File: config.mk
export PLATFORM = sky130hd
export DESIGN_NAME = ubdsr_top
export DESIGN_NICKNAME = d
export VERILOG_FILES = /design/src/shared/ubdsr_pkg.sv /design/src/design/ubdsr_top.sv /design/src/design/ubdsr_fifo.sv
export SDC_FILE = /design/constraint.sdc
export NUM_CORES = 1
export LEC_CHECK = 0
export ABC_AREA = 1
export BUFFER_PORTS_ARGS = -buffer_cell sky130_fd_sc_hd__buf_2
export CORE_UTILIZATION = 40
export DETAILED_ROUTE_END_ITERATION = 16
export GPL_TIMING_DRIVEN = 0
export PLACE_DENSITY_LB_ADDON = 0.3
export SYNTH_ARGS = -nofsm -noshare
export SYNTH_HDL_FRONTEND = slang
export SYNTH_SLANG_ARGS = --single-unit
export TNS_END_PERCENT = 10
File: constraint.sdc
create_clock -name clk -period 2.14 [get_ports clk]
set_input_delay 0.214 -clock clk [delete_from_list [all_inputs] [get_ports clk]]
set_output_delay 0.214 -clock clk [all_outputs]
set_load 0.02 [all_outputs]
File: src/shared/ubdsr_pkg.sv
// Package: constants and types of the baud generator and receiver
// Summary of operation
// - One 12-bit divisor from two registers
// - High nibble from high register, byte from low
// - Double-speed select doubles the bit rate
// - Double speed: 8 samples per bit, not 16
// - Double speed: line sampled at eight times bit rate
// - Idle low sample is start edge, sample 1
// - Two of samples 8,9,10 (4,5,6 at double speed) high rejects start
// - Each bit is majority of samples 8,9,10 (4,5,6 at double speed)
// - Shift each bit in once it is decided
// - Double speed rate is clock/(8*(divisor+1))
// - Normal rate is clock/(16*(divisor+1))
// - Control bit 1 selects division by 8
package ubdsr_pkg;

  // System clock, 20 MHz
  localparam int unsigned CLK_HZ = 20000000;

  // Register indices; byte address is four times the index
  localparam logic [7:0] IDX_DIV_LOW = 8'h09;
  localparam logic [7:0] IDX_DIV_HIGH = 8'h20;
  localparam logic [7:0] IDX_CTRL_A = 8'h0B;
  localparam logic [7:0] IDX_RX_DATA = 8'h0C;
  localparam int ADDR_W = 12;

  // Values after reset
  localparam logic [7:0] DIV_LOW_RST = 8'h00;
  localparam logic [3:0] DIV_HIGH_RST = 4'h0;

  // Field positions in the control and status register
  localparam int CTRL_DSS_BIT = 1;
  localparam int CTRL_OVR_BIT = 3;
  localparam int CTRL_FERR_BIT = 4;
  localparam int CTRL_BUSY_BIT = 6;
  localparam int CTRL_AVAIL_BIT = 7;
  // Framing flag of a word in the receive data register
  localparam int RXD_FERR_BIT = 8;

  // Samples per bit and first voting sample per mode
  localparam logic [4:0] SPB_NORMAL = 5'h10;
  localparam logic [4:0] SPB_DOUBLE = 5'h08;
  localparam logic [4:0] VOTE_FIRST_NORMAL = 5'h08;
  localparam logic [4:0] VOTE_FIRST_DOUBLE = 5'h04;
  localparam logic [4:0] SAMP_FIRST = 5'h01;
  localparam logic [2:0] LAST_DATA_BIT = 3'h7;

  // Receive buffer depth
  localparam int RX_FIFO_DEPTH = 8;

  // Receiver states
  typedef enum logic [1:0] {
    ST_IDLE,
    ST_START,
    ST_DATA,
    ST_STOP
  } ubdsr_state_type;

  // One received character as it travels through the buffer
  typedef struct packed {
    logic frame_err;
    logic [7:0] data;
  } ubdsr_rx_word_type;

  // Byte address of a register index
  function automatic logic [ADDR_W-1:0] ubdsr_byte_addr(
    input logic [7:0] idx);
    return {2'b00, idx, 2'b00};
  endfunction : ubdsr_byte_addr

endpackage : ubdsr_pkg

File: src/design/ubdsr_top.sv
// Baud rate generator and oversampling receiver with APB registers
//
// Chosen here: the APB register port.
`timescale 1ns/100ps
module ubdsr_top
  import ubdsr_pkg::*;
(
  input wire logic clk,
  input wire logic rst_n,
  input wire logic psel,
  input wire logic penable,
  input wire logic pwrite,
  input wire logic [ADDR_W-1:0] paddr,
  input wire logic [31:0] pwdata,
  output logic [31:0] prdata,
  output logic pready,
  output logic pslverr,
  input wire logic rxd
);

  ////////////////////////////////////////////////////////////////////
  // Declarations

  logic pready_q;
  logic pslverr_q;
  logic [31:0] prdata_q;
  logic [7:0] div_low_q;
  logic [3:0] div_high_q;
  logic dss_q;
  logic overrun_q;
  logic frame_err_q;
  logic [11:0] baud_divisor_value;
  logic [11:0] rate_cnt_q;
  logic tick_q;
  logic rx_meta_q;
  logic rx_sync_q;
  ubdsr_state_type state_q;
  logic [4:0] samp_q;
  logic [2:0] bit_idx_q;
  logic [1:0] votes_q;
  logic [7:0] shift_q;
  logic vote_maj;
  logic [4:0] spb;
  logic [4:0] vote_first;
  logic [4:0] vote_last;
  logic vote_now;
  logic char_done;
  ubdsr_rx_word_type hold_q;
  logic hold_valid_q;
  logic fifo_in_ready;
  logic fifo_out_valid;
  logic fifo_pop;
  ubdsr_rx_word_type fifo_out;
  logic apb_acc;
  logic apb_done;
  logic wr_div_low;
  logic wr_div_high;
  logic wr_ctrl;
  logic rd_data;
  logic addr_hit;

  ////////////////////////////////////////////////////////////////////
  // APB slave

  // Access phase and its completing edge
  assign apb_acc = psel & penable;
  assign apb_done = apb_acc & pready_q;

  // Address decode
  assign wr_div_low = apb_done & pwrite &
    (paddr == ubdsr_byte_addr(IDX_DIV_LOW));
  assign wr_div_high = apb_done & pwrite &
    (paddr == ubdsr_byte_addr(IDX_DIV_HIGH));
  assign wr_ctrl = apb_done & pwrite &
    (paddr == ubdsr_byte_addr(IDX_CTRL_A));
  assign rd_data = apb_done & ~pwrite &
    (paddr == ubdsr_byte_addr(IDX_RX_DATA));
  assign addr_hit = (paddr == ubdsr_byte_addr(IDX_DIV_LOW)) |
    (paddr == ubdsr_byte_addr(IDX_DIV_HIGH)) |
    (paddr == ubdsr_byte_addr(IDX_CTRL_A)) |
    (paddr == ubdsr_byte_addr(IDX_RX_DATA));

  // One wait state: ready rises one cycle into the access phase
  always_ff @(posedge clk) begin
    if (!rst_n) begin
      pready_q <= 1'b0;
    end else begin
      pready_q <= apb_acc & ~pready_q;
    end
  end

  // Error answer for any unmapped address, paired with ready
  always_ff @(posedge clk) begin
    if (!rst_n) begin
      pslverr_q <= 1'b0;
    end else begin
      pslverr_q <= apb_acc & ~pready_q & ~addr_hit;
    end
  end

  // Read data latched in the wait cycle, held until the next read
  always_ff @(posedge clk) begin
    if (!rst_n) begin
      prdata_q <= '0;
    end else if (apb_acc && !pready_q && !pwrite) begin
      prdata_q <= '0;
      if (paddr == ubdsr_byte_addr(IDX_DIV_LOW)) begin
        prdata_q[7:0] <= div_low_q;
      end else if (paddr == ubdsr_byte_addr(IDX_DIV_HIGH)) begin
        // Upper nibble is read-only zero
        prdata_q[3:0] <= div_high_q;
      end else if (paddr == ubdsr_byte_addr(IDX_CTRL_A)) begin
        prdata_q[CTRL_AVAIL_BIT] <= fifo_out_valid;
        prdata_q[CTRL_BUSY_BIT] <= (state_q != ST_IDLE);
        prdata_q[CTRL_FERR_BIT] <= frame_err_q;
        prdata_q[CTRL_OVR_BIT] <= overrun_q;
        prdata_q[CTRL_DSS_BIT] <= dss_q;
      end else if (paddr == ubdsr_byte_addr(IDX_RX_DATA)) begin
        // Empty buffer reads as zero
        if (fifo_out_valid) begin
          prdata_q[7:0] <= fifo_out.data;
          prdata_q[RXD_FERR_BIT] <= fifo_out.frame_err;
        end
      end
    end
  end

  assign prdata = prdata_q;
  assign pready = pready_q;
  assign pslverr = pslverr_q;

  ////////////////////////////////////////////////////////////////////
  // Configuration registers

  // Divisor halves; a new value is used at the next reload
  always_ff @(posedge clk) begin
    if (!rst_n) begin
      div_low_q <= DIV_LOW_RST;
      div_high_q <= DIV_HIGH_RST;
    end else begin
      if (wr_div_low) begin
        div_low_q <= pwdata[7:0];
      end
      if (wr_div_high) begin
        div_high_q <= pwdata[3:0];
      end
    end
  end

  // Double-speed select in the control and status register
  always_ff @(posedge clk) begin
    if (!rst_n) begin
      dss_q <= 1'b0;
    end else if (wr_ctrl) begin
      dss_q <= pwdata[CTRL_DSS_BIT];
    end
  end

  // Single divisor for both modes
  assign baud_divisor_value = {div_high_q, div_low_q};

  ////////////////////////////////////////////////////////////////////
  // Status flags, write one to clear; a set in the same cycle wins

  always_ff @(posedge clk) begin
    if (!rst_n) begin
      overrun_q <= 1'b0;
      frame_err_q <= 1'b0;
    end else begin
      if (char_done && hold_valid_q && !fifo_in_ready) begin
        overrun_q <= 1'b1;
      end else if (wr_ctrl && pwdata[CTRL_OVR_BIT]) begin
        overrun_q <= 1'b0;
      end
      if (char_done && !vote_maj) begin
        frame_err_q <= 1'b1;
      end else if (wr_ctrl && pwdata[CTRL_FERR_BIT]) begin
        frame_err_q <= 1'b0;
      end
    end
  end

  ////////////////////////////////////////////////////////////////////
  // Rate generator

  // Down-counter reloads from the divisor: one tick every
  // divisor+1 clocks, so 8 or 16 ticks set the bit rate
  always_ff @(posedge clk) begin
    if (!rst_n) begin
      rate_cnt_q <= '0;
      tick_q <= 1'b0;
    end else if (rate_cnt_q == '0) begin
      rate_cnt_q <= baud_divisor_value;
      tick_q <= 1'b1;
    end else begin
      rate_cnt_q <= rate_cnt_q - 1'b1;
      tick_q <= 1'b0;
    end
  end

  // Ticks per bit and voting window by mode
  assign spb = dss_q ? SPB_DOUBLE : SPB_NORMAL;
  assign vote_first = dss_q ? VOTE_FIRST_DOUBLE : VOTE_FIRST_NORMAL;
  assign vote_last = vote_first + 5'h02;

  ////////////////////////////////////////////////////////////////////
  // Receive line synchroniser; only the second stage is used

  always_ff @(posedge clk) begin
    if (!rst_n) begin
      rx_meta_q <= 1'b1;
      rx_sync_q <= 1'b1;
    end else begin
      rx_meta_q <= rxd;
      rx_sync_q <= rx_meta_q;
    end
  end

  ////////////////////////////////////////////////////////////////////
  // Receiver

  // Two earlier votes plus the live sample decide the bit
  assign vote_maj = (votes_q[0] & votes_q[1]) |
    (votes_q[0] & rx_sync_q) | (votes_q[1] & rx_sync_q);
  assign vote_now = tick_q && (state_q != ST_IDLE) &&
    (samp_q == vote_last);
  assign char_done = vote_now && (state_q == ST_STOP);

  // Collect the first two samples of the voting window
  always_ff @(posedge clk) begin
    if (!rst_n) begin
      votes_q <= 2'b11;
    end else if (tick_q && samp_q == vote_first) begin
      votes_q[0] <= rx_sync_q;
    end else if (tick_q && samp_q == vote_first + 5'h01) begin
      votes_q[1] <= rx_sync_q;
    end
  end

  // Frame sequencer. The trade-off: leaving at the stop vote
  // lets a back-to-back start edge be seen up to 6 of 16 samples (2 of 8 at double speed) early.
  always_ff @(posedge clk) begin
    if (!rst_n) begin
      state_q <= ST_IDLE;
      samp_q <= SAMP_FIRST;
      bit_idx_q <= '0;
    end else if (tick_q) begin
      unique case (state_q)
        ST_IDLE: begin
          if (!rx_sync_q) begin
            // The detecting tick is sample 1, so the next one is 2
            state_q <= ST_START;
            samp_q <= SAMP_FIRST + 5'h01;
          end
        end
        ST_START: begin
          samp_q <= (samp_q >= spb) ? SAMP_FIRST : samp_q + 5'h01;
          if (samp_q == vote_last) begin
            if (vote_maj) begin
              state_q <= ST_IDLE;
            end else begin
              state_q <= ST_DATA;
              bit_idx_q <= '0;
            end
          end
        end
        ST_DATA: begin
          samp_q <= (samp_q >= spb) ? SAMP_FIRST : samp_q + 5'h01;
          if (samp_q == vote_last) begin
            if (bit_idx_q == LAST_DATA_BIT) begin
              state_q <= ST_STOP;
            end else begin
              bit_idx_q <= bit_idx_q + 3'h1;
            end
          end
        end
        ST_STOP: begin
          samp_q <= (samp_q >= spb) ? SAMP_FIRST : samp_q + 5'h01;
          if (samp_q == vote_last) begin
            state_q <= ST_IDLE;
          end
        end
      endcase
    end
  end

  // Data bits enter LSB first as soon as they are voted
  always_ff @(posedge clk) begin
    if (!rst_n) begin
      shift_q <= '0;
    end else if (vote_now && state_q == ST_DATA) begin
      shift_q <= {vote_maj, shift_q[7:1]};
    end
  end

  ////////////////////////////////////////////////////////////////////
  // Holding stage in front of the buffer

  // A full buffer stalls the hold; a character finished while the
  // hold is still stuck is dropped and flagged as overrun
  always_ff @(posedge clk) begin
    if (!rst_n) begin
      hold_q <= '0;
      hold_valid_q <= 1'b0;
    end else if (char_done && (!hold_valid_q || fifo_in_ready)) begin
      hold_q.data <= shift_q;
      hold_q.frame_err <= ~vote_maj;
      hold_valid_q <= 1'b1;
    end else if (fifo_in_ready) begin
      hold_valid_q <= 1'b0;
    end
  end

  // Reading the data register pops one word
  assign fifo_pop = rd_data & fifo_out_valid;

  ubdsr_fifo #(
    .WIDTH($bits(ubdsr_rx_word_type)),
    .DEPTH(RX_FIFO_DEPTH)
  ) u_rx_fifo (
    .clk(clk),
    .rst_n(rst_n),
    .in_valid(hold_valid_q),
    .in_ready(fifo_in_ready),
    .in_data(hold_q),
    .out_valid(fifo_out_valid),
    .out_ready(fifo_pop),
    .out_data(fifo_out)
  );
endmodule : ubdsr_top

File: src/design/ubdsr_fifo.sv
// Synchronous FIFO with valid/ready on both sides
`timescale 1ns/100ps
module ubdsr_fifo #(
  parameter int WIDTH = 9,
  parameter int DEPTH = 8
) (
  input wire logic clk,
  input wire logic rst_n,
  input wire logic in_valid,
  output logic in_ready,
  input wire logic [WIDTH-1:0] in_data,
  output logic out_valid,
  input wire logic out_ready,
  output logic [WIDTH-1:0] out_data
);

  localparam int PTR_W = $clog2(DEPTH);
  localparam int CNT_W = $clog2(DEPTH + 1);

  logic [WIDTH-1:0] mem [DEPTH];
  logic [PTR_W-1:0] wr_ptr_q;
  logic [PTR_W-1:0] rd_ptr_q;
  logic [CNT_W-1:0] count_q;
  logic push;
  logic pop;

  // Honest full and empty from the fill count
  assign in_ready = (count_q != CNT_W'(DEPTH));
  assign out_valid = (count_q != '0);
  assign out_data = mem[rd_ptr_q];
  assign push = in_valid & in_ready;
  assign pop = out_valid & out_ready;

  // Storage, no reset needed on the data
  always_ff @(posedge clk) begin
    if (push) begin
      mem[wr_ptr_q] <= in_data;
    end
  end

  // Pointers wrap explicitly so any depth works
  always_ff @(posedge clk) begin
    if (!rst_n) begin
      wr_ptr_q <= '0;
      rd_ptr_q <= '0;
    end else begin
      if (push) begin
        wr_ptr_q <= (wr_ptr_q == PTR_W'(DEPTH - 1)) ? '0 : wr_ptr_q + 1'b1;
      end
      if (pop) begin
        rd_ptr_q <= (rd_ptr_q == PTR_W'(DEPTH - 1)) ? '0 : rd_ptr_q + 1'b1;
      end
    end
  end

  // Fill count
  always_ff @(posedge clk) begin
    if (!rst_n) begin
      count_q <= '0;
    end else if (push && !pop) begin
      count_q <= count_q + 1'b1;
    end else if (pop && !push) begin
      count_q <= count_q - 1'b1;
    end
  end
endmodule : ubdsr_fifo

# Yosys cells after proc, flatten, opt, wreduce, memory -nomap -nowiden
# Memory sizes are Yosys's and may differ from the RTL's. A register that Yosys moved wholly into a read port is not among the register bits.
# Cells that the tools add are included.
[op_classes]
n_mux = 46
n_bitwise = 26
n_eq_ne = 21
addsub = 9
n_lt_le_gt_ge = 1
n_reduce_logical = 38
[ops]
columns = ["op", "n"]
rows = [
  ["== test 12 x 6 -> 1 bit, second input constant", 3],
  ["2-to-1 mux 3 bit", 8],
  ["2-to-1 mux 5 bit", 4],
  ["2-to-1 mux 9 bit", 2],
  ["bitwise AND 1 bit", 16],
  ["logical AND 1 bit", 16],
  ["2-to-1 mux 2 bit", 8],
  ["2-to-1 mux 4 bit", 4],
  ["2-to-1 mux 1 bit", 15],
  ["== test 12 x 8 -> 1 bit, second input constant", 1],
  ["logical NOT 12 bit", 1],
  ["2-to-1 mux 12 bit", 1],
  ["inequality test 2 bit, second input constant", 6],
  ["AND reduction 6 bit", 2],
  ["nonzero test 2 bit", 6],
  ["subtractor 12 x 1 -> 12 bit, second input constant", 1],
  ["== test 5 bit", 2],
  ["case mux 5 bit (2 select lines)", 1],
  ["adder 3 x 1 -> 3 bit, second input constant", 3],
  ["== test 3 bit, second input constant", 3],
  ["2-to-1 mux 8 bit", 1],
  ["case mux 2 bit (4 select lines)", 1],
  ["logical NOT 1 bit", 7],
  ["case mux 3 bit (2 select lines)", 1],
  ["18 further kinds", 28],
]
[totals]
ff_bits = 81
in_bits = 50
output_inout_bits = 34
word_cells = 166
n_memories = 1
ram_bits = 72
[memory_table]
columns = ["memory", "depth", "word_bits", "rd", "rd_ports_with_merged_regs", "write_ports", "line_no", "source"]
rows = [
  ["u_rx_fifo.mem", 8, 9, 1, 1, 1, "ubdsr_fifo.sv:20", "logic [WIDTH-1:0] mem [DEPTH];"],
]

# Longest topological paths before layout
# Gate-level depths: netlist of run 1.
[depth]
ltp_word = 9
ltp_mapped = 17
depth_no_buf = 17

# Cells and area by module
# From an unflattened synthesis of run 1, not the netlist that was laid out.
[hier_totals]
hier_cells = 841
area_unflattened_um2 = 7244.4
[by_module_without_submodules]
columns = ["mod", "area_each_um2", "instances", "seq_area_each_um2", "cells_per_inst"]
rows = [
  ["ubdsr_top", 3631.0, 1, 1421.4, 507],
  ["ubdsr_fifo", 3613.5, 1, 2422.3, 334],
]

# Worst setup path after synthesis of run 1
# Ideal clock, no wire load.
[synth_path]
path_kind = "reg2reg"
from = "register u_rx_fifo.count_q[0]"
to = "register u_rx_fifo.count_q[3]"
path_buffers = 0
setup_time_ns = 0.119
path_stages_with_launch = 16
period_less_slack_ns = 2.281
path_slack_ns = -0.141
arrival_ns = 2.162
t_required_ns = 2.021
cell_sequence = "dfxtp_1 -> or2_1 -> nor3_1 -> nor2_2 -> nand2_2 -> ha_1 -> inv_1 -> ha_1 -> nand2_1 -> nand2_1 -> a21oi_1 -> nor2_1 -> nor2_1 -> nand2_1 -> o21ai_0 -> a21oi_1"
[synth_via]
elab_chain_cells = 6
word_cells_on_any_way = 14
classes_between = "add/sub: 2; eq/ne: 1; mux: 2; bitwise: 3; reduce/logical: 6"
[synth_rtl]
columns = ["element", "line_no", "source"]
rows = [
  ["start, declared", "ubdsr_fifo.sv:23", "logic [CNT_W-1:0] count_q;"],
  ["start signal, assigned", "ubdsr_fifo.sv:61", "count_q <= count_q + 1'b1;"],
  ["start signal, assigned", "ubdsr_fifo.sv:63", "count_q <= count_q - 1'b1;"],
  ["parallel branches: the longest is 6 deep, another holds subtractor 4 x 1 -> 4 bit", "--", ""],
]
# Several ways; the timed one is not identified. The select of a mux whose other input is x is not followed.
# A chain may end at the register's enable or synchronous reset.

# Final worst setup path of run 1
[layout_path]
from = "register u_rx_fifo.count_q[1]"
to = "register u_rx_fifo.count_q[3]"
# The elaborated chain is that of the path after synthesis.

==> results.sh, run 1 <==
export IMPL_worstSetupStartpoint="u_rx_fifo.count_q[1]$_SDFFE_PN0P_"
export IMPL_die_area_mm2=0.0180
export IMPL_dp_hpwl_um=10900
export IMPL_layout_min_cycle_time_ns=2.22
export IMPL_drt_drc_violations_left=0
export IMPL_synth_compound_area_frac=0.136
export IMPL_seq_area_mm2=0.00385
export IMPL_synth_largest_area_cell="edfxtp_1"
export IMPL_post_route_period_util=1.04
export IMPL_detail_route_first_pass_iterations=5
export IMPL_grt_start_max_net_pins=17
export IMPL_relSlewSlack=0.583
export IMPL_grt_overflow_total=0
export IMPL_power_frac_clock=0.435
export IMPL_synthSimpleGateAreaFrac=0.180
export IMPL_grt_most_used_layer="met2"
export IMPL_core_mm2=0.0168
export IMPL_r2r_slack_ns=-0.08
export IMPL_design_area_mm2=0.00827
export IMPL_die_w_um=134
export IMPL_n_antenna_cell=0
export IMPL_grt_use_met1=0.249
export IMPL_place_inst=1071
export IMPL_setup_viol=1
export IMPL_endpoint_kind="flop"
export IMPL_viasPerCell=4.85
export IMPL_fin_hold_ws_ns=0.0750
export IMPL_fmaxAchievable_ghz=0.450
export IMPL_start_util=0.416
export IMPL_dp_slack_ns=-0.359
export IMPL_skew_ns=0.0101
export IMPL_postSynthCellCount=794
export IMPL_root_buffer="clkbuf_16"
export IMPL_p_sw_w=0.00174
export IMPL_worst_slew_pin_slew_ns=0.625
export IMPL_wirelength_um=15500
export IMPL_crit_required_ns=2.46
export IMPL_antenna_found_initial=0
export IMPL_grt_setup_unrepaired="true"
export IMPL_drv_slew=0
export IMPL_path_clk_slew_ns=0.06
export IMPL_fin_ws_ns=-0.0838
export IMPL_violations="negative setup slack"
export IMPL_fillers=1600
export IMPL_clock_path_buffers=2
export IMPL_ir_worst_vdd_mv=0.550
export IMPL_io_pins=84
export IMPL_powerDensity_mw_per_mm2=835
export IMPL_placed_area_mm2=0.00756
export IMPL_power_frac_seq=0.470
export IMPL_r2r_start="u_rx_fifo.count_q[1]$_SDFFE_PN0P_"
export IMPL_yosysUniqueCellTypes=44
export IMPL_power_frac_comb=0.096
export IMPL_r2r_end="u_rx_fifo.count_q[3]$_SDFFE_PN0P_"
export IMPL_internal_power_w=0.00516
export IMPL_vias=5384
export IMPL_hold_viol=0
export IMPL_crit_path_max_fanout=4
export IMPL_synth_area_mux_share=0
export IMPL_ys_seq_area_frac=0.550
export IMPL_grt_pass1_vias=4848
export IMPL_drive_gt1_frac=0.161
export IMPL_htreeDepth=4
export IMPL_io_buffers=35
export IMPL_holdPathEnd="div_low_q[7]$_SDFFE_PN0P_"
export IMPL_nNetsFinal=944
export IMPL_critPathLaunchType="flop"
export IMPL_avgRoutedWirePerCell_um=14.0
export IMPL_rr_worst_depth=13
export IMPL_cap_violations=0
export IMPL_synth_area_per_cell_um2=8.80
export IMPL_grtUsageTotal=0.180
export IMPL_ant_nets=0
export IMPL_cts_sinks=156
export IMPL_yosys_warnings=0
export IMPL_rows=47
export IMPL_multiInputGateArea_mm2=0.00269
export IMPL_cts_tree="yes"
export IMPL_crit_type="flop to flop"
export IMPL_hp_start="pwdata[7]"
export IMPL_grt_pass1_wl_um=24700
export IMPL_synth_top_family_by_area="simple AND/OR/NAND/NOR gates"
export IMPL_switching_share=0.252
export IMPL_insertion_delay_ns=0.43
export IMPL_whs_path_depth=3
export IMPL_most_common_layout_cells="nand2_1, nor2_1, inv_1"
export IMPL_cts_buffers=17
export IMPL_synthXorXnorAreaFrac=0.00752
export IMPL_die_h_um=134
export IMPL_yosysTopAreaCellShare=0.309
export IMPL_synth_area_top_cells="edfxtp_1, dfxtp_1, nand2_1, o21ai_0, nor2_1"
export IMPL_worstPathArrival_ns=2.54
export IMPL_place_gp_congestion=0.831
export IMPL_ys_ff_latch=156
export IMPL_total_leakage_power_nw=3.34
export IMPL_hold_class="input pin to flop"
export IMPL_status="finished with violations"
export IMPL_drt_iter0_drc=314
export IMPL_grt_use_met3=0.0378
export IMPL_layout_commonest_cell="nand2_1"
export IMPL_synthesis_area_mm2=0.00699
export IMPL_synth_adder_area_share=0.0347
export IMPL_use_met2=0.284
export IMPL_fin_cells=1109
export IMPL_syn2layout_area_growth_pct=18.3
==> worst max-delay path: stages, from the launching register on <==
cell     delay [ns]
dfxtp_4        0.37
or2_4          0.25
nor3_4         0.25
nor2_4         0.08
nand2_4        0.09
ha_4           0.14
inv_2          0.06
ha_1           0.31
a21oi_2        0.17
nor2_1         0.05
nor2_1         0.09
nand2_1        0.07
o21ai_1        0.12
a21oi_1        0.05
==> synthesized netlist by cell type, drive strengths merged <==
cell type / instances
a22oi: 1
dfxtp: 84
o211ai: 5
xnor2: 2
o31ai: 1
xor2: 4
a32oi: 2
o22ai: 10
o221ai: 1
clkbuf: 17
clkinv: 1
a21oi: 61
nor3: 5
edfxtp: 72
nand2: 136
a31oi: 5
ha: 17
nand3b: 1
nor2: 105
inv: 89
nor4: 1
a211oi: 3
conb: 1
or2: 4
a221oi: 1
o21a: 1
maj3: 1
buf: 32
nand4: 4
fa: 1
nand3: 42
o21ai: 82
o211a: 2
==> area by class of cell <==
type | count | area share
Sequential cell | 156 | 0.466
Multi-Input combinational cell | 521 | 0.325
Clock buffer | 17 | 0.0515
Inverter | 90 | 0.0409
Buffer | 49 | 0.0362
Tap cell | 220 | 0.0333
Timing Repair Buffer | 41 | 0.0269
Clock inverter | 15 | 0.0200
==> cells by family (layout without fill, tap and decap cells) <==
group	Yosys count	count (layout)
DFF	156	156
buffers and inverters	139	212
and+or+nand+nor	298	298
adders and majority gates	19	19
AOI/OAI and AO/OA	175	175
other	1	23
xor gates and xnor gates	6	6
==> registers in the layout, indices dropped and copies added (netlist names), 2 cells and up, named ones only <==
signal,cells
u_rx_fifo.mem,72
rate_cnt_q,12
hold_q,9
prdata,9
div_low_q,8
shift_q,8
samp_q,5
div_high_q,4
u_rx_fifo.count_q,4
bit_idx_q,3
u_rx_fifo.rd_ptr_q,3
u_rx_fifo.wr_ptr_q,3
votes_q,2
==> metal layers <==
layer	vias to the layer above	share of wire
li1	2779	-
met1	2455	0.47
met2	138	0.46
met3	12	0.057
met4	0	0.011
met5	-	0
==> per-stage QoR <==
| step | util | TNS [ns] | total power (W) |
|---|---|---|---|
| after floorplan | - | -0.0216 | 0.00380 |
| after global placement | 0.449 | -15.41 | 0.00396 |
| after detailed placement | 0.449 | -15.23 | 0.00396 |
| after CTS | 0.487 | -5.09 | 0.00693 |
| after global routing | 0.492 | -0.216 | 0.00714 |
| final | 0.492 | -0.0838 | 0.00691 |
==> what timing repair did <==
item	4_1_cts	5_1_grt
hold buffers	1	0
endpoints found under the setup margin	75	67
gates resized for setup	8	13
pin swaps	2	8
hold endpoints to repair	1	0
setup buffers	0	5
==> power by group through the flow <==
stage          clock network (W)  logic [W]  registers [W]
2_1_floorplan                  0   0.000497        0.00330
3_3_place_gp                   0   0.000645        0.00331
3_5_place_dp                   0   0.000654        0.00331
4_1_cts                  0.00303   0.000657        0.00325
5_1_grt                  0.00315   0.000741        0.00326
6_report                 0.00300   0.000660        0.00325
==> how the worst max path moves through the flow <==
stage | endpoint | slack, ns | cells after the start
final | u_rx_fifo.count_q[3]$_SDFFE_PN0P_ | -0.08 | 13
after global routing | u_rx_fifo.count_q[3]$_SDFFE_PN0P_ | -0.22 | 13
after CTS | u_rx_fifo.mem[6][5]$_DFFE_PP_ | -0.16 | 5
after detailed placement | u_rx_fifo.count_q[3]$_SDFFE_PN0P_ | -0.36 | 18
after global placement | u_rx_fifo.mem[1][2]$_DFFE_PP_ | -0.34 | 7
after floorplan | u_rx_fifo.count_q[3]$_SDFFE_PN0P_ | -0.02 | 15
Note: power is estimated with default switching activity, not from simulation.
==> inputs of run 2 (changes only) <==
- CORE_UTILIZATION: 40 -> 52
==> results.sh, run 2 (synthesized netlist as in run 1, its figures left out) <==
export IMPL_r2r_slack_ns=-0.06
export IMPL_crit_type="flop to flop"
export IMPL_n_antenna_cell=0
export IMPL_place_gp_congestion=0.882
export IMPL_crit_family="simple AND/OR/NAND/NOR gates"
export IMPL_power_frac_seq=0.481
export IMPL_internal_power_w=0.00513
export IMPL_worst_slew_pin_slew_ns=0.662
export IMPL_detail_route_first_pass_iterations=5
export IMPL_r2r_start="u_rx_fifo.count_q[1]$_SDFFE_PN0P_"
export IMPL_rr_worst_depth=15
export IMPL_syn2layout_area_growth_pct=16.6
export IMPL_crit_path_max_fanout=4
export IMPL_fin_ws_ns=-0.0594
export IMPL_holdPathEnd="div_low_q[7]$_SDFFE_PN0P_"
export IMPL_die_h_um=118
export IMPL_io_buffers=35
export IMPL_nNetsFinal=942
export IMPL_antenna_found_initial=0
export IMPL_start_util=0.543
export IMPL_design_area_mm2=0.00815
export IMPL_use_met2=0.370
export IMPL_path_clk_slew_ns=0.06
export IMPL_critPathLaunchType="flop"
export IMPL_grt_overflow_total=0
export IMPL_top_regs="u_rx_fifo.mem (72), rate_cnt_q (12)"
export IMPL_placed_area_mm2=0.00750
export IMPL_post_route_period_util=1.03
export IMPL_layout_commonest_cell="nand2_1"
export IMPL_viasPerCell=5.27
export IMPL_fillers=1076
export IMPL_clock_path_buffers=2
export IMPL_layout_min_cycle_time_ns=2.20
export IMPL_switching_share=0.242
export IMPL_cts_sinks=156
export IMPL_p_sw_w=0.00164
export IMPL_seq_area_mm2=0.00385
export IMPL_top_register="u_rx_fifo.mem"
export IMPL_power_frac_clock=0.423
export IMPL_core_mm2=0.0129
export IMPL_crit_required_ns=2.44
export IMPL_root_buffer="clkbuf_16"
export IMPL_dp_hpwl_um=10500
export IMPL_cpMaxStageDelayCell="dfxtp_2"
export IMPL_grt_pass1_vias=5027
export IMPL_io_pins=84
export IMPL_grtUsageTotal=0.232
export IMPL_grt_use_met3=0.0606
export IMPL_powerDensity_mw_per_mm2=830
export IMPL_drive_gt1_frac=0.151
export IMPL_rows=41
export IMPL_grt_start_max_net_pins=17
export IMPL_status="finished with violations"
export IMPL_die_w_um=118
export IMPL_dp_slack_ns=-0.376
export IMPL_largest_reg_flops=72
export IMPL_grt_use_met1=0.296
export IMPL_worstPathArrival_ns=2.50
export IMPL_fmaxAchievable_ghz=0.455
export IMPL_cp_slowest_stage_delay_ns=0.34
export IMPL_hp_start="pwdata[7]"
export IMPL_setup_viol=1
export IMPL_drv_slew=0
export IMPL_grt_setup_unrepaired="true"
export IMPL_vias=5580
export IMPL_crit_path_cell_trace="or2_4, nor3_4, nor2_4, nand2_4, ha_4, inv_2, ha_1, nand2_1, nand2_1, a21oi_2, nor2_1, nor2_1, nand2_1, o21ai_1, a21oi_1"
export IMPL_violations="negative setup slack"
export IMPL_grt_pass1_wl_um=24700
export IMPL_cts_tree="yes"
export IMPL_skew_ns=0.00712
export IMPL_drt_drc_violations_left=0
export IMPL_ant_nets=0
export IMPL_finalPower_w=0.00677
export IMPL_whs_path_depth=3
export IMPL_avgRoutedWirePerCell_um=14.5
export IMPL_endpoint_kind="flop"
export IMPL_die_area_mm2=0.0139
export IMPL_r2r_end="u_rx_fifo.count_q[3]$_SDFFE_PN0P_"
export IMPL_drt_iter0_drc=519
export IMPL_multiInputGateArea_mm2=0.00269
export IMPL_cp_num_buf_inv=1
export IMPL_cpMostUsedCell="nand2_1"
export IMPL_power_frac_comb=0.096
export IMPL_grt_most_used_layer="met2"
export IMPL_ir_worst_vdd_mv=0.603
export IMPL_cap_violations=0
export IMPL_insertion_delay_ns=0.42
export IMPL_hold_viol=0
export IMPL_hold_class="input pin to flop"
export IMPL_most_common_layout_cells="nand2_1, nor2_1, inv_1"
export IMPL_total_leakage_power_nw=3.32
export IMPL_cts_buffers=17
export IMPL_relSlewSlack=0.559
export IMPL_wirelength_um=15400
export IMPL_htreeDepth=4
[run 2: cell types whose count changed in the layout (fill, tap and decap cells not counted), moves of 2 or more]
cell	previous run	this run
dfxtp_4	2	0
buf_4	31	29
clkinv_1	1	5
inv_6	3	0
clkbuf_1	16	18
[run 2: cell type report]
type                    count  area share
clock buffers              19      0.0531
plain buffers              49      0.0367
multi-input cells         521       0.330
repair buffers             39      0.0255
clock inverters            13      0.0155
inverters                  90      0.0414
flip-flops and latches    156       0.472
well taps                 172      0.0264
[run 2: worst min-delay path, stage by stage]
cell	delay, ns
buf_2	0.07
o21ai_0	0.07
a21oi_1	0.10
[run 2: power by group through the flow]
stage | logic (W) | registers [W] | clock network (W)
floorplan | 0.000497 | 0.00330 | 0
global placement | 0.000627 | 0.00331 | 0
detailed placement | 0.000640 | 0.00331 | 0
CTS | 0.000647 | 0.00325 | 0.00287
global route | 0.000730 | 0.00327 | 0.00302
finish | 0.000653 | 0.00325 | 0.00286
[run 2: worst max-delay path by stage]
stage / cells after the start / slack [ns] / endpoint / from
after floorplan: 15 / -0.02 / u_rx_fifo.count_q[3]$_SDFFE_PN0P_ / u_rx_fifo.count_q[1]$_SDFFE_PN0P_
after global placement: 7 / -0.39 / u_rx_fifo.mem[3][2]$_DFFE_PP_ / u_rx_fifo.count_q[0]$_SDFFE_PN0P_
after detailed placement: 7 / -0.38 / u_rx_fifo.mem[3][2]$_DFFE_PP_ / u_rx_fifo.count_q[0]$_SDFFE_PN0P_
after CTS: 15 / -0.23 / u_rx_fifo.count_q[3]$_SDFFE_PN0P_ / u_rx_fifo.count_q[0]$_SDFFE_PN0P_
after global routing: 15 / -0.15 / u_rx_fifo.count_q[3]$_SDFFE_PN0P_ / u_rx_fifo.count_q[1]$_SDFFE_PN0P_
final: 15 / -0.06 / u_rx_fifo.count_q[3]$_SDFFE_PN0P_ / u_rx_fifo.count_q[1]$_SDFFE_PN0P_
[run 2: metrics by stage]
| stage | hold WS [ns] | instances | util | TNS (ns) |
|---|---|---|---|---|
| after CTS | 0.0573 | 1056 | 0.630 | -0.249 |
| after global placement | 0.400 | 1023 | 0.582 | -17.13 |
| after global routing | 0.0973 | 1059 | 0.633 | -0.148 |
| after floorplan | 0.321 | 816 | - | -0.0216 |
| final | 0.0718 | 1059 | 0.633 | -0.0594 |
| after detailed placement | 0.405 | 1023 | 0.582 | -17.96 |
[run 2: layer usage]
| metal | vias up | share of wire |
|---|---|---|
| li1 | 2776 | - |
| met1 | 2592 | 0.45 |
| met2 | 184 | 0.47 |
| met3 | 28 | 0.060 |
| met4 | 0 | 0.023 |
| met5 | - | 0 |
[run 2: repair_timing]
| action | in CTS | in global routing |
|---|---|---|
| hold endpoints to repair | 1 | 0 |
| buffers inserted | 0 | 3 |
| setup endpoints to repair | 74 | 75 |
| resized for setup | 14 | 4 |
| pin swaps | 1 | 2 |
| hold buffers | 1 | 0 |
